`src/ktc_regs.vh`:
```
// Offsets, field positions, reset values and codes of the training words
`ifndef KTC_REGS_VH
`define KTC_REGS_VH
// Management device address of the training words
`define KTC_DEVAD 5'h01
// Register offsets within the device address
`define KTC_PARTNER_REQ_OFS 16'h0098
`define KTC_PARTNER_RPT_OFS 16'h0099
`define KTC_LOCAL_REQ_OFS 16'h009a
`define KTC_LOCAL_RPT_OFS 16'h009b
// Reset value shared by all four words
`define KTC_WORD_RST 16'h0000
// Field positions
`define KTC_READY_BIT 15
`define KTC_PRESET_BIT 13
`define KTC_INIT_BIT 12
`define KTC_SWING_LSB 8
`define KTC_POST2_LSB 6
`define KTC_POSTC_LSB 4
`define KTC_MAIN_LSB 2
`define KTC_PREC_LSB 0
// Request codes
`define KTC_REQ_HOLD 2'h0
`define KTC_REQ_INC 2'h1
`define KTC_REQ_DEC 2'h2
// Status codes
`define KTC_ST_NONE 2'h0
`define KTC_ST_UPDATED 2'h1
`define KTC_ST_MIN 2'h2
`define KTC_ST_MAX 2'h3
`endif

```
`src/ktc_training_coeff_regs.v`:
```
// Read-only link-training coefficient request and status words
`timescale 1ns/100ps
`default_nettype none
`include "ktc_regs.vh"

////////////////////////////////////////////////////////////////////////////
module ktc_training_coeff_regs
(
   // Clock and reset
   input wire clk,
   input wire rst_n,
   // Training frame received from the partner (same clock domain)
   input wire rx_frame_valid,
   input wire partner_preset_req,
   input wire partner_init_req,
   input wire [9:0] partner_update_req,
   input wire partner_receiver_trained,
   input wire [9:0] partner_update_state,
   // Training frame sent by the local side (same clock domain)
   input wire tx_frame_valid,
   input wire local_preset_req,
   input wire local_init_req,
   input wire [9:0] local_update_req,
   input wire local_receiver_trained,
   input wire [9:0] local_update_state,
   // Management register access
   input wire mgmt_rd,
   input wire mgmt_wr,
   input wire [4:0] mgmt_devad,
   input wire [15:0] mgmt_addr,
   input wire [15:0] mgmt_wdata,
   output reg [15:0] mgmt_rdata,
   output reg mgmt_hit
);

   ////////////////////////////////////////////////////////////////////////
   // Stored words; only the defined fields are held, reserved bits are
   // built as constant zero so no write path can ever reach them
   reg partner_preset_reg; // Partner preset request
   reg partner_init_reg; // Partner initialize request
   reg [9:0] partner_req_reg; // Partner five update requests
   reg partner_ready_reg; // Partner receiver trained
   reg [9:0] partner_state_reg; // Partner five update states
   reg local_preset_reg; // Local preset request
   reg local_init_reg; // Local initialize request
   reg [9:0] local_req_reg; // Local five update requests
   reg local_ready_reg; // Local receiver trained
   reg [9:0] local_state_reg; // Local five update states

   // Assembled words seen by the host
   wire [15:0] partner_req_word;
   wire [15:0] partner_rpt_word;
   wire [15:0] local_req_word;
   wire [15:0] local_rpt_word;
   reg [15:0] rdata_next;
   reg hit_next;

   ////////////////////////////////////////////////////////////////////////
   // Capture partner fields on each received frame
   always @(posedge clk or negedge rst_n)
   begin
      if (!rst_n)
      begin
         partner_preset_reg <= 1'b0;
         partner_init_reg <= 1'b0;
         partner_req_reg <= 10'h000;
         partner_ready_reg <= 1'b0;
         partner_state_reg <= 10'h000;
      end
      else if (rx_frame_valid)
      begin
         partner_preset_reg <= partner_preset_req;
         partner_init_reg <= partner_init_req;
         // Codes pass untouched, reserved 11 stays visible
         partner_req_reg <= partner_update_req;
         partner_ready_reg <= partner_receiver_trained;
         partner_state_reg <= partner_update_state;
      end
   end

   ////////////////////////////////////////////////////////////////////////
   // Capture local fields on each sent frame
   always @(posedge clk or negedge rst_n)
   begin
      if (!rst_n)
      begin
         // Requests reset to hold, flags to normal operation
         local_preset_reg <= 1'b0;
         local_init_reg <= 1'b0;
         local_req_reg <= {5{`KTC_REQ_HOLD}};
         local_ready_reg <= 1'b0;
         local_state_reg <= {5{`KTC_ST_NONE}};
      end
      else if (tx_frame_valid)
      begin
         local_preset_reg <= local_preset_req;
         local_init_reg <= local_init_req;
         local_req_reg <= local_update_req;
         local_ready_reg <= local_receiver_trained;
         local_state_reg <= local_update_state;
      end
   end

   ////////////////////////////////////////////////////////////////////////
   // Field split; each stored vector is cut at the header's field
   // positions so the word layout below reads lane by lane and a
   // swapped lane shows up as a wrong name, not a wrong bit index
   // Partner update requests, one two-bit code per lane
   wire [1:0] partner_swing_req; // Swing lane
   wire [1:0] partner_post2_req; // Second post-cursor tap
   wire [1:0] partner_postcursor_req; // K(+1) lane
   wire [1:0] partner_main_req; // K(0) lane
   wire [1:0] partner_precursor_req; // K(-1) lane
   // Partner update states, one two-bit code per lane
   wire [1:0] partner_swing_state; // Swing lane
   wire [1:0] partner_post2_state; // Second post-cursor tap
   wire [1:0] partner_postcursor_state; // K(+1) lane
   wire [1:0] partner_main_state; // K(0) lane
   wire [1:0] partner_precursor_state; // K(-1) lane
   // Local update requests, one two-bit code per lane
   wire [1:0] local_swing_req; // Swing lane
   wire [1:0] local_post2_req; // Second post-cursor tap
   wire [1:0] local_postcursor_req; // K(+1) lane
   wire [1:0] local_main_req; // K(0) lane
   wire [1:0] local_precursor_req; // K(-1) lane
   // Local update states, one two-bit code per lane
   wire [1:0] local_swing_state; // Swing lane
   wire [1:0] local_post2_state; // Second post-cursor tap
   wire [1:0] local_postcursor_state; // K(+1) lane
   wire [1:0] local_main_state; // K(0) lane
   wire [1:0] local_precursor_state; // K(-1) lane

   // Partner requests; a reserved 11 code is passed on, not masked,
   // so the host can see a partner that sends a bad request
   assign partner_swing_req =
      partner_req_reg[`KTC_SWING_LSB+1:`KTC_SWING_LSB];
   assign partner_post2_req =
      partner_req_reg[`KTC_POST2_LSB+1:`KTC_POST2_LSB];
   assign partner_postcursor_req =
      partner_req_reg[`KTC_POSTC_LSB+1:`KTC_POSTC_LSB];
   assign partner_main_req =
      partner_req_reg[`KTC_MAIN_LSB+1:`KTC_MAIN_LSB];
   assign partner_precursor_req =
      partner_req_reg[`KTC_PREC_LSB+1:`KTC_PREC_LSB];
   // Partner states; all four status codes are meaningful
   assign partner_swing_state =
      partner_state_reg[`KTC_SWING_LSB+1:`KTC_SWING_LSB];
   assign partner_post2_state =
      partner_state_reg[`KTC_POST2_LSB+1:`KTC_POST2_LSB];
   assign partner_postcursor_state =
      partner_state_reg[`KTC_POSTC_LSB+1:`KTC_POSTC_LSB];
   assign partner_main_state =
      partner_state_reg[`KTC_MAIN_LSB+1:`KTC_MAIN_LSB];
   assign partner_precursor_state =
      partner_state_reg[`KTC_PREC_LSB+1:`KTC_PREC_LSB];
   // Local requests; hold after reset until the first sent frame
   assign local_swing_req =
      local_req_reg[`KTC_SWING_LSB+1:`KTC_SWING_LSB];
   assign local_post2_req =
      local_req_reg[`KTC_POST2_LSB+1:`KTC_POST2_LSB];
   assign local_postcursor_req =
      local_req_reg[`KTC_POSTC_LSB+1:`KTC_POSTC_LSB];
   assign local_main_req =
      local_req_reg[`KTC_MAIN_LSB+1:`KTC_MAIN_LSB];
   assign local_precursor_req =
      local_req_reg[`KTC_PREC_LSB+1:`KTC_PREC_LSB];
   // Local states; not updated after reset until the first sent frame
   assign local_swing_state =
      local_state_reg[`KTC_SWING_LSB+1:`KTC_SWING_LSB];
   assign local_post2_state =
      local_state_reg[`KTC_POST2_LSB+1:`KTC_POST2_LSB];
   assign local_postcursor_state =
      local_state_reg[`KTC_POSTC_LSB+1:`KTC_POSTC_LSB];
   assign local_main_state =
      local_state_reg[`KTC_MAIN_LSB+1:`KTC_MAIN_LSB];
   assign local_precursor_state =
      local_state_reg[`KTC_PREC_LSB+1:`KTC_PREC_LSB];

   ////////////////////////////////////////////////////////////////////////
   // Word assembly; reserved bits are tied to zero here and nowhere else
   // Partner request word: 15:14 and 11:10 reserved
   assign partner_req_word = {2'h0, partner_preset_reg, partner_init_reg,
      2'h0, partner_swing_req, partner_post2_req, partner_postcursor_req,
      partner_main_req, partner_precursor_req};
   // Partner status word: ready flag on top, 14:10 reserved
   assign partner_rpt_word = {partner_ready_reg, 5'h00,
      partner_swing_state, partner_post2_state, partner_postcursor_state,
      partner_main_state, partner_precursor_state};
   // Local request word, same layout as the partner request word
   assign local_req_word = {2'h0, local_preset_reg, local_init_reg,
      2'h0, local_swing_req, local_post2_req, local_postcursor_req,
      local_main_req, local_precursor_req};
   // Local status word, same layout as the partner status word
   assign local_rpt_word = {local_ready_reg, 5'h00,
      local_swing_state, local_post2_state, local_postcursor_state,
      local_main_state, local_precursor_state};

   ////////////////////////////////////////////////////////////////////////
   // Read decode; unmapped addresses return zero with no hit
   always @*
   begin
      rdata_next = 16'h0000;
      hit_next = 1'b0;
      if (mgmt_rd && (mgmt_devad == `KTC_DEVAD))
      begin
         hit_next = 1'b1;
         case (mgmt_addr)
            `KTC_PARTNER_REQ_OFS: rdata_next = partner_req_word;
            `KTC_PARTNER_RPT_OFS: rdata_next = partner_rpt_word;
            `KTC_LOCAL_REQ_OFS: rdata_next = local_req_word;
            `KTC_LOCAL_RPT_OFS: rdata_next = local_rpt_word;
            default: hit_next = 1'b0;
         endcase
      end
   end

   ////////////////////////////////////////////////////////////////////////
   // Registered read answer; writes are decoded nowhere, so all four
   // words stay read-only and training is never disturbed
   always @(posedge clk or negedge rst_n)
   begin
      if (!rst_n)
      begin
         mgmt_rdata <= `KTC_WORD_RST;
         mgmt_hit <= 1'b0;
      end
      else
      begin
         mgmt_rdata <= rdata_next;
         mgmt_hit <= hit_next;
      end
   end

   // Write strobe and data are accepted and deliberately dropped
   wire unused_wr;
   assign unused_wr = mgmt_wr ^ (^mgmt_wdata);

endmodule
`default_nettype wire

```
`config.mk`:
```
export PLATFORM = sky130hd
export DESIGN_NAME = ktc_training_coeff_regs
export DESIGN_NICKNAME = d
export VERILOG_FILES = /design/src/ktc_training_coeff_regs.v
export VERILOG_INCLUDE_DIRS = /design/src
export SDC_FILE = /design/constraint.sdc
export NUM_CORES = 1
export LEC_CHECK = 0
export ABC_AREA = 1
export ABC_CLOCK_PERIOD_IN_PS = 1000
export BUFFER_PORTS_ARGS = -buffer_cell sky130_fd_sc_hd__buf_2
export CORE_ASPECT_RATIO = 0.6
export CORE_MARGIN = 3
export CORE_UTILIZATION = 48
export CTS_BUF_LIST = sky130_fd_sc_hd__clkbuf_8 sky130_fd_sc_hd__clkbuf_16
export CTS_CLUSTER_SIZE = 16
export DETAILED_ROUTE_END_ITERATION = 8
export MAX_ROUTING_LAYER = met4
export PLACE_DENSITY = 0.9
export SLEW_MARGIN = 20
export SYNTH_ARGS = -nofsm -noshare
export SYNTH_HDL_FRONTEND = slang
export SYNTH_SLANG_ARGS = --single-unit
export TNS_END_PERCENT = 30
```
`constraint.sdc`:
```
create_clock -name clk -period 1 [get_ports clk]
set_clock_uncertainty 0.15 [all_clocks]
set_input_delay 0.2 -clock clk [delete_from_list [all_inputs] [get_ports clk]]
set_output_delay 0.2 -clock clk [all_outputs]
set_load 0.1 [all_outputs]
```
==> results.md <==
Placed design:
- The detailed placement HPWL is 4750 microns.
- During placement, the flow inserted port buffers numbering 85.
- The pre-CTS setup slack is -0.503 ns.
- The congestion estimate from routability-driven global placement came to 0.758.
- After detailed placement, the design holds a cell count of 408.

Worst setup path:
- Traced cell by cell, the critical path runs through buf_12.
- The launch point of the worst reg-to-reg path is partner_state_reg[2]$_DFFE_PN0P_.
- The kind of cell adding the most delay to the critical path is flip-flops.
- The worst setup path is launched from a flip-flop.
- The terminus of the critical flop-to-flop path is mgmt_rdata[2]$_DFF_PN0_.
- Data on the critical path is required at its endpoint by 0.65 ns.
- The instance count on the critical path is 1.
- The worst endpoint data arrival time is 0.92 ns.
- By startpoint and endpoint, the worst setup path is classified as flip-flop to output port.
- For this design, the slowest cell found on the critical path is sky130_fd_sc_hd__dfrtp_1.
- Together, buffers and inverters on the worst path number 1.
- The maximum net fanout on the critical path is 1.
- The number of cells on the worst reg-to-reg path is 4.
- The worst setup path is captured at an output port.
- The highest cell delay on the worst timing path is 0.41 ns.
- The setup check on the worst reg-to-reg path leaves a slack of -0.02 ns.
- The most critical setup path has its endpoint at mgmt_rdata[9].
- Tracing the worst setup path back leads to its startpoint at mgmt_rdata[9]$_DFF_PN0_.

Synthesis:
- The leading cell type by number of instances after synthesis is sky130_fd_sc_hd__dfrtp_1.
- The count of flip-flops with a built-in enable after synthesis is 0.
- After synthesis, the share of flip-flops with an asynchronous set or reset is 1.00.
- Synthesis instantiated 18 different standard cells from the library.
- The leading area contributor after synthesis is sky130_fd_sc_hd__dfrtp_1.
- In the synthesized netlist, the cells that appear most often are sky130_fd_sc_hd__dfrtp_1 (60), sky130_fd_sc_hd__mux2_2 (45), sky130_fd_sc_hd__nand3_1 (41).
- Of the post-synthesis cell area, the dominant cell type holds 0.551.
- The number of warnings printed during yosys synthesis is 0.
- The most used flip-flop cell after synthesis is sky130_fd_sc_hd__dfrtp_1.
- The average instance in the mapped netlist occupies 10.5 sq um.
- The post-synthesis instance area is 0.00272 sq mm.
- The post-synthesis cell count is 260.
- The share of the Yosys chip area taken by registers is 0.551.
- In the post-synthesis netlist, the biggest area contributors are sky130_fd_sc_hd__dfrtp_1 (55%), sky130_fd_sc_hd__mux2_2 (19%), sky130_fd_sc_hd__nand3_1 (7.5%).
- After synthesis the netlist holds a flip-flop and latch count of 60.

Global routing:
- The number of antenna violations at the first check in global routing came to 0.
- The first global-routing pass estimated 10200 microns of wire.
- The pin count of the biggest net entering global routing is 61.
- The number of global-route vias before repair is 2186.
- The global-route usage over all layers is 0.212.
- The remaining global-route overflow is 0.

Floorplan:
- The floorplan step defined a die boundary enclosing 0.00664 sq mm.
- For this configuration, the core starts out at a cell density of 0.518.
- The floorplan step defined a core boundary enclosing 0.00526 sq mm.
- The die outline height is 64.3 microns.
- The horizontal die dimension is 103 microns.
- The number of rows created at floorplan is 20.
- The number of ports placed on the die boundary is 106.

Clocking:
- The maximum root-to-sink buffer count is 2.
- The clock tree root buffer cell is sky130_fd_sc_hd__clkbuf_8.
- For this design, the sink count on the clock tree is 60.
- The clock-pin slew of the registers on the worst-case setup and hold paths is 0.07 ns.
- The H-tree was split into 3 levels.
- The number of clock buffers added by TritonCTS is 9.
- For this design, the CTS-stage hold fixing added 2 buffers.
- The clock insertion delay at the later pin of the skew report is 0.33 ns.
- TritonCTS built the clock tree.
- After clock tree synthesis, the setup repair step added 0 buffers.

Power:
- In this run the static leakage power is 0.00185 uW.
- For this design the ratio of total power to cell area is 1380 mW/mm^2.
- VDD sags by at most 936 uV.
- After layout, the design draws a total of 5180 uW.

Status:
- The checks that failed: negative hold slack, negative setup slack.
- The flow ran to the end, but the final reports show violations.

Timing:
- On the final layout, the worst hold slack is -0.0558 ns.
- The final worst setup slack is -0.268 ns.
- The max-slew violation total from the final report came to 0.
- The count of endpoints failing hold in the final timing report is 45.
- The ratio of final minimum period to clock period is 1.27.
- The final critical path time including I/O delays and setup is 1.27 ns.
- Setup repair after global routing could not meet its margin everywhere.
- For this run, the top clock speed supported by timing is 789 MHz.
- The total setup violations reported at the end of the flow is 28.

Job:
- The number of max-capacitance violations reported is 0.

Final layout:
- The fraction of layout instances using a drive strength above 1 is 0.481.
- The count of placed standard cells in the final layout, fillers left out is 426.
- Counting flops per register, the top entry is mgmt_rdata.
- The number of flip-flops under the largest register name is 13.
- The layout-stage area growth over the synthesis result is 37.8%.
- In the final design database the tool counted 444 nets.
- The number of antenna diodes in the final layout is 0.

Detailed routing:
- The detailed router finished its first iteration with 126 violations.
- The total wire length after detailed routing is 6560 microns.
- The count of nets left with antenna violations once routing finished came out at 0.
- Dividing the detail-routed via count by the number of cells gives 5.12.
- Dividing the detail-routed wire length by the instance count gives 15.4 microns.
- The pre-antenna-repair detailed-routing pass consisted of 4 iterations.
- The via count of the routed design is 2181.
- The total DRC errors in the routed layout is 0.

Worst hold path:
- The min-delay analysis places its worst path in the category primary input to flip-flop.
[report_power, final]
part / switching (uW) / internal (uW) / total [uW]
combinational: 259 / 326 / 586
clock: 877 / 998 / 1870
sequential: 109 / 2620 / 2720
total: 1240 / 3940 / 5180
[timing repair]
action                                 4_1_cts  5_1_grt
setup endpoints to repair                   28       28
gates resized for setup                      4        2
pin swaps                                    5        0
endpoints found under the hold margin      106       45
[how the worst min path moves through the flow]
stage / startpoint / to / slack, ns / cells after the start
final: local_update_req[2] / local_req_reg[2]$_DFFE_PN0P_ / -0.06 / 2
after global routing: local_update_req[2] / local_req_reg[2]$_DFFE_PN0P_ / -0.06 / 2
after CTS: local_update_state[4] / local_state_reg[4]$_DFFE_PN0P_ / -0.07 / 2
after detailed placement: rst_n / mgmt_rdata[13]$_DFF_PN0_ / 0.08 / 2
after global placement: rst_n / mgmt_rdata[12]$_DFF_PN0_ / 0.07 / 2
after floorplan: rst_n / local_init_reg$_DFFE_PN0P_ / -0.25 / 0
[layout make-up]
type / instances / area (sq um)
repair buffers: 99 / 808
clock inverters: 5 / 21.3
fillers: 395 / 1500
well taps: 66 / 82.6
clock buffers: 11 / 151
multi-input cells: 173 / 1140
inverters: 12 / 45.0
flip-flops and latches: 60 / 1500
[layer usage]
metal,global-route usage,part of all wire,up-vias
li1,-,-,1046
met1,0.264,0.43,1036
met2,0.323,0.47,91
met3,0.0676,0.086,8
met4,0.0824,0.010,0
met5,-,0,-
[logic make-up after synthesis]
group / after synthesis / synth area share
AO/OA/AOI/OAI: 3 / 0.00689
buffers and inverters: 29 / 0.0524
flip-flops: 60 / 0.551
multiplexers: 45 / 0.186
other: 1 / 0.00138
AND/OR/NAND/NOR: 122 / 0.202
[cells in the final DEF, fill, tap and decap left out]
cell,count
sky130_fd_sc_hd__buf_12,19
sky130_fd_sc_hd__buf_2,71
sky130_fd_sc_hd__buf_4,7
sky130_fd_sc_hd__clkbuf_8,11
sky130_fd_sc_hd__clkinv_2,2
sky130_fd_sc_hd__conb_1,3
sky130_fd_sc_hd__dfrtp_1,59
sky130_fd_sc_hd__dfrtp_2,1
sky130_fd_sc_hd__dlygate4sd3_1,2
sky130_fd_sc_hd__inv_1,15
sky130_fd_sc_hd__mux2_2,35
sky130_fd_sc_hd__mux2_4,10
sky130_fd_sc_hd__nand2_1,39
sky130_fd_sc_hd__nand2_2,1
sky130_fd_sc_hd__nand3_1,40
sky130_fd_sc_hd__nand3_2,1
sky130_fd_sc_hd__nand3b_1,1
sky130_fd_sc_hd__nand4_1,1
sky130_fd_sc_hd__nor2_1,24
sky130_fd_sc_hd__nor2_2,13
sky130_fd_sc_hd__nor2_4,1
sky130_fd_sc_hd__nor3b_1,1
sky130_fd_sc_hd__o21ai_0,1
sky130_fd_sc_hd__o21ai_1,1
sky130_fd_sc_hd__o21ai_2,1
[stage by stage]
| stage | cell area, sq um | setup TNS, ns | util |
|---|---|---|---|
| 3_3_place_gp | 3540 | -9.50 | 0.675 |
| 4_1_cts | 3750 | -5.20 | 0.713 |
| 6_report | 3750 | -5.21 | 0.714 |
| 2_1_floorplan | 2810 | -6.83 | - |
| 3_5_place_dp | 3540 | -10.50 | 0.675 |
| 5_1_grt | 3750 | -6.65 | 0.714 |
No activity file was read; power rests on OpenSTA's default activity.
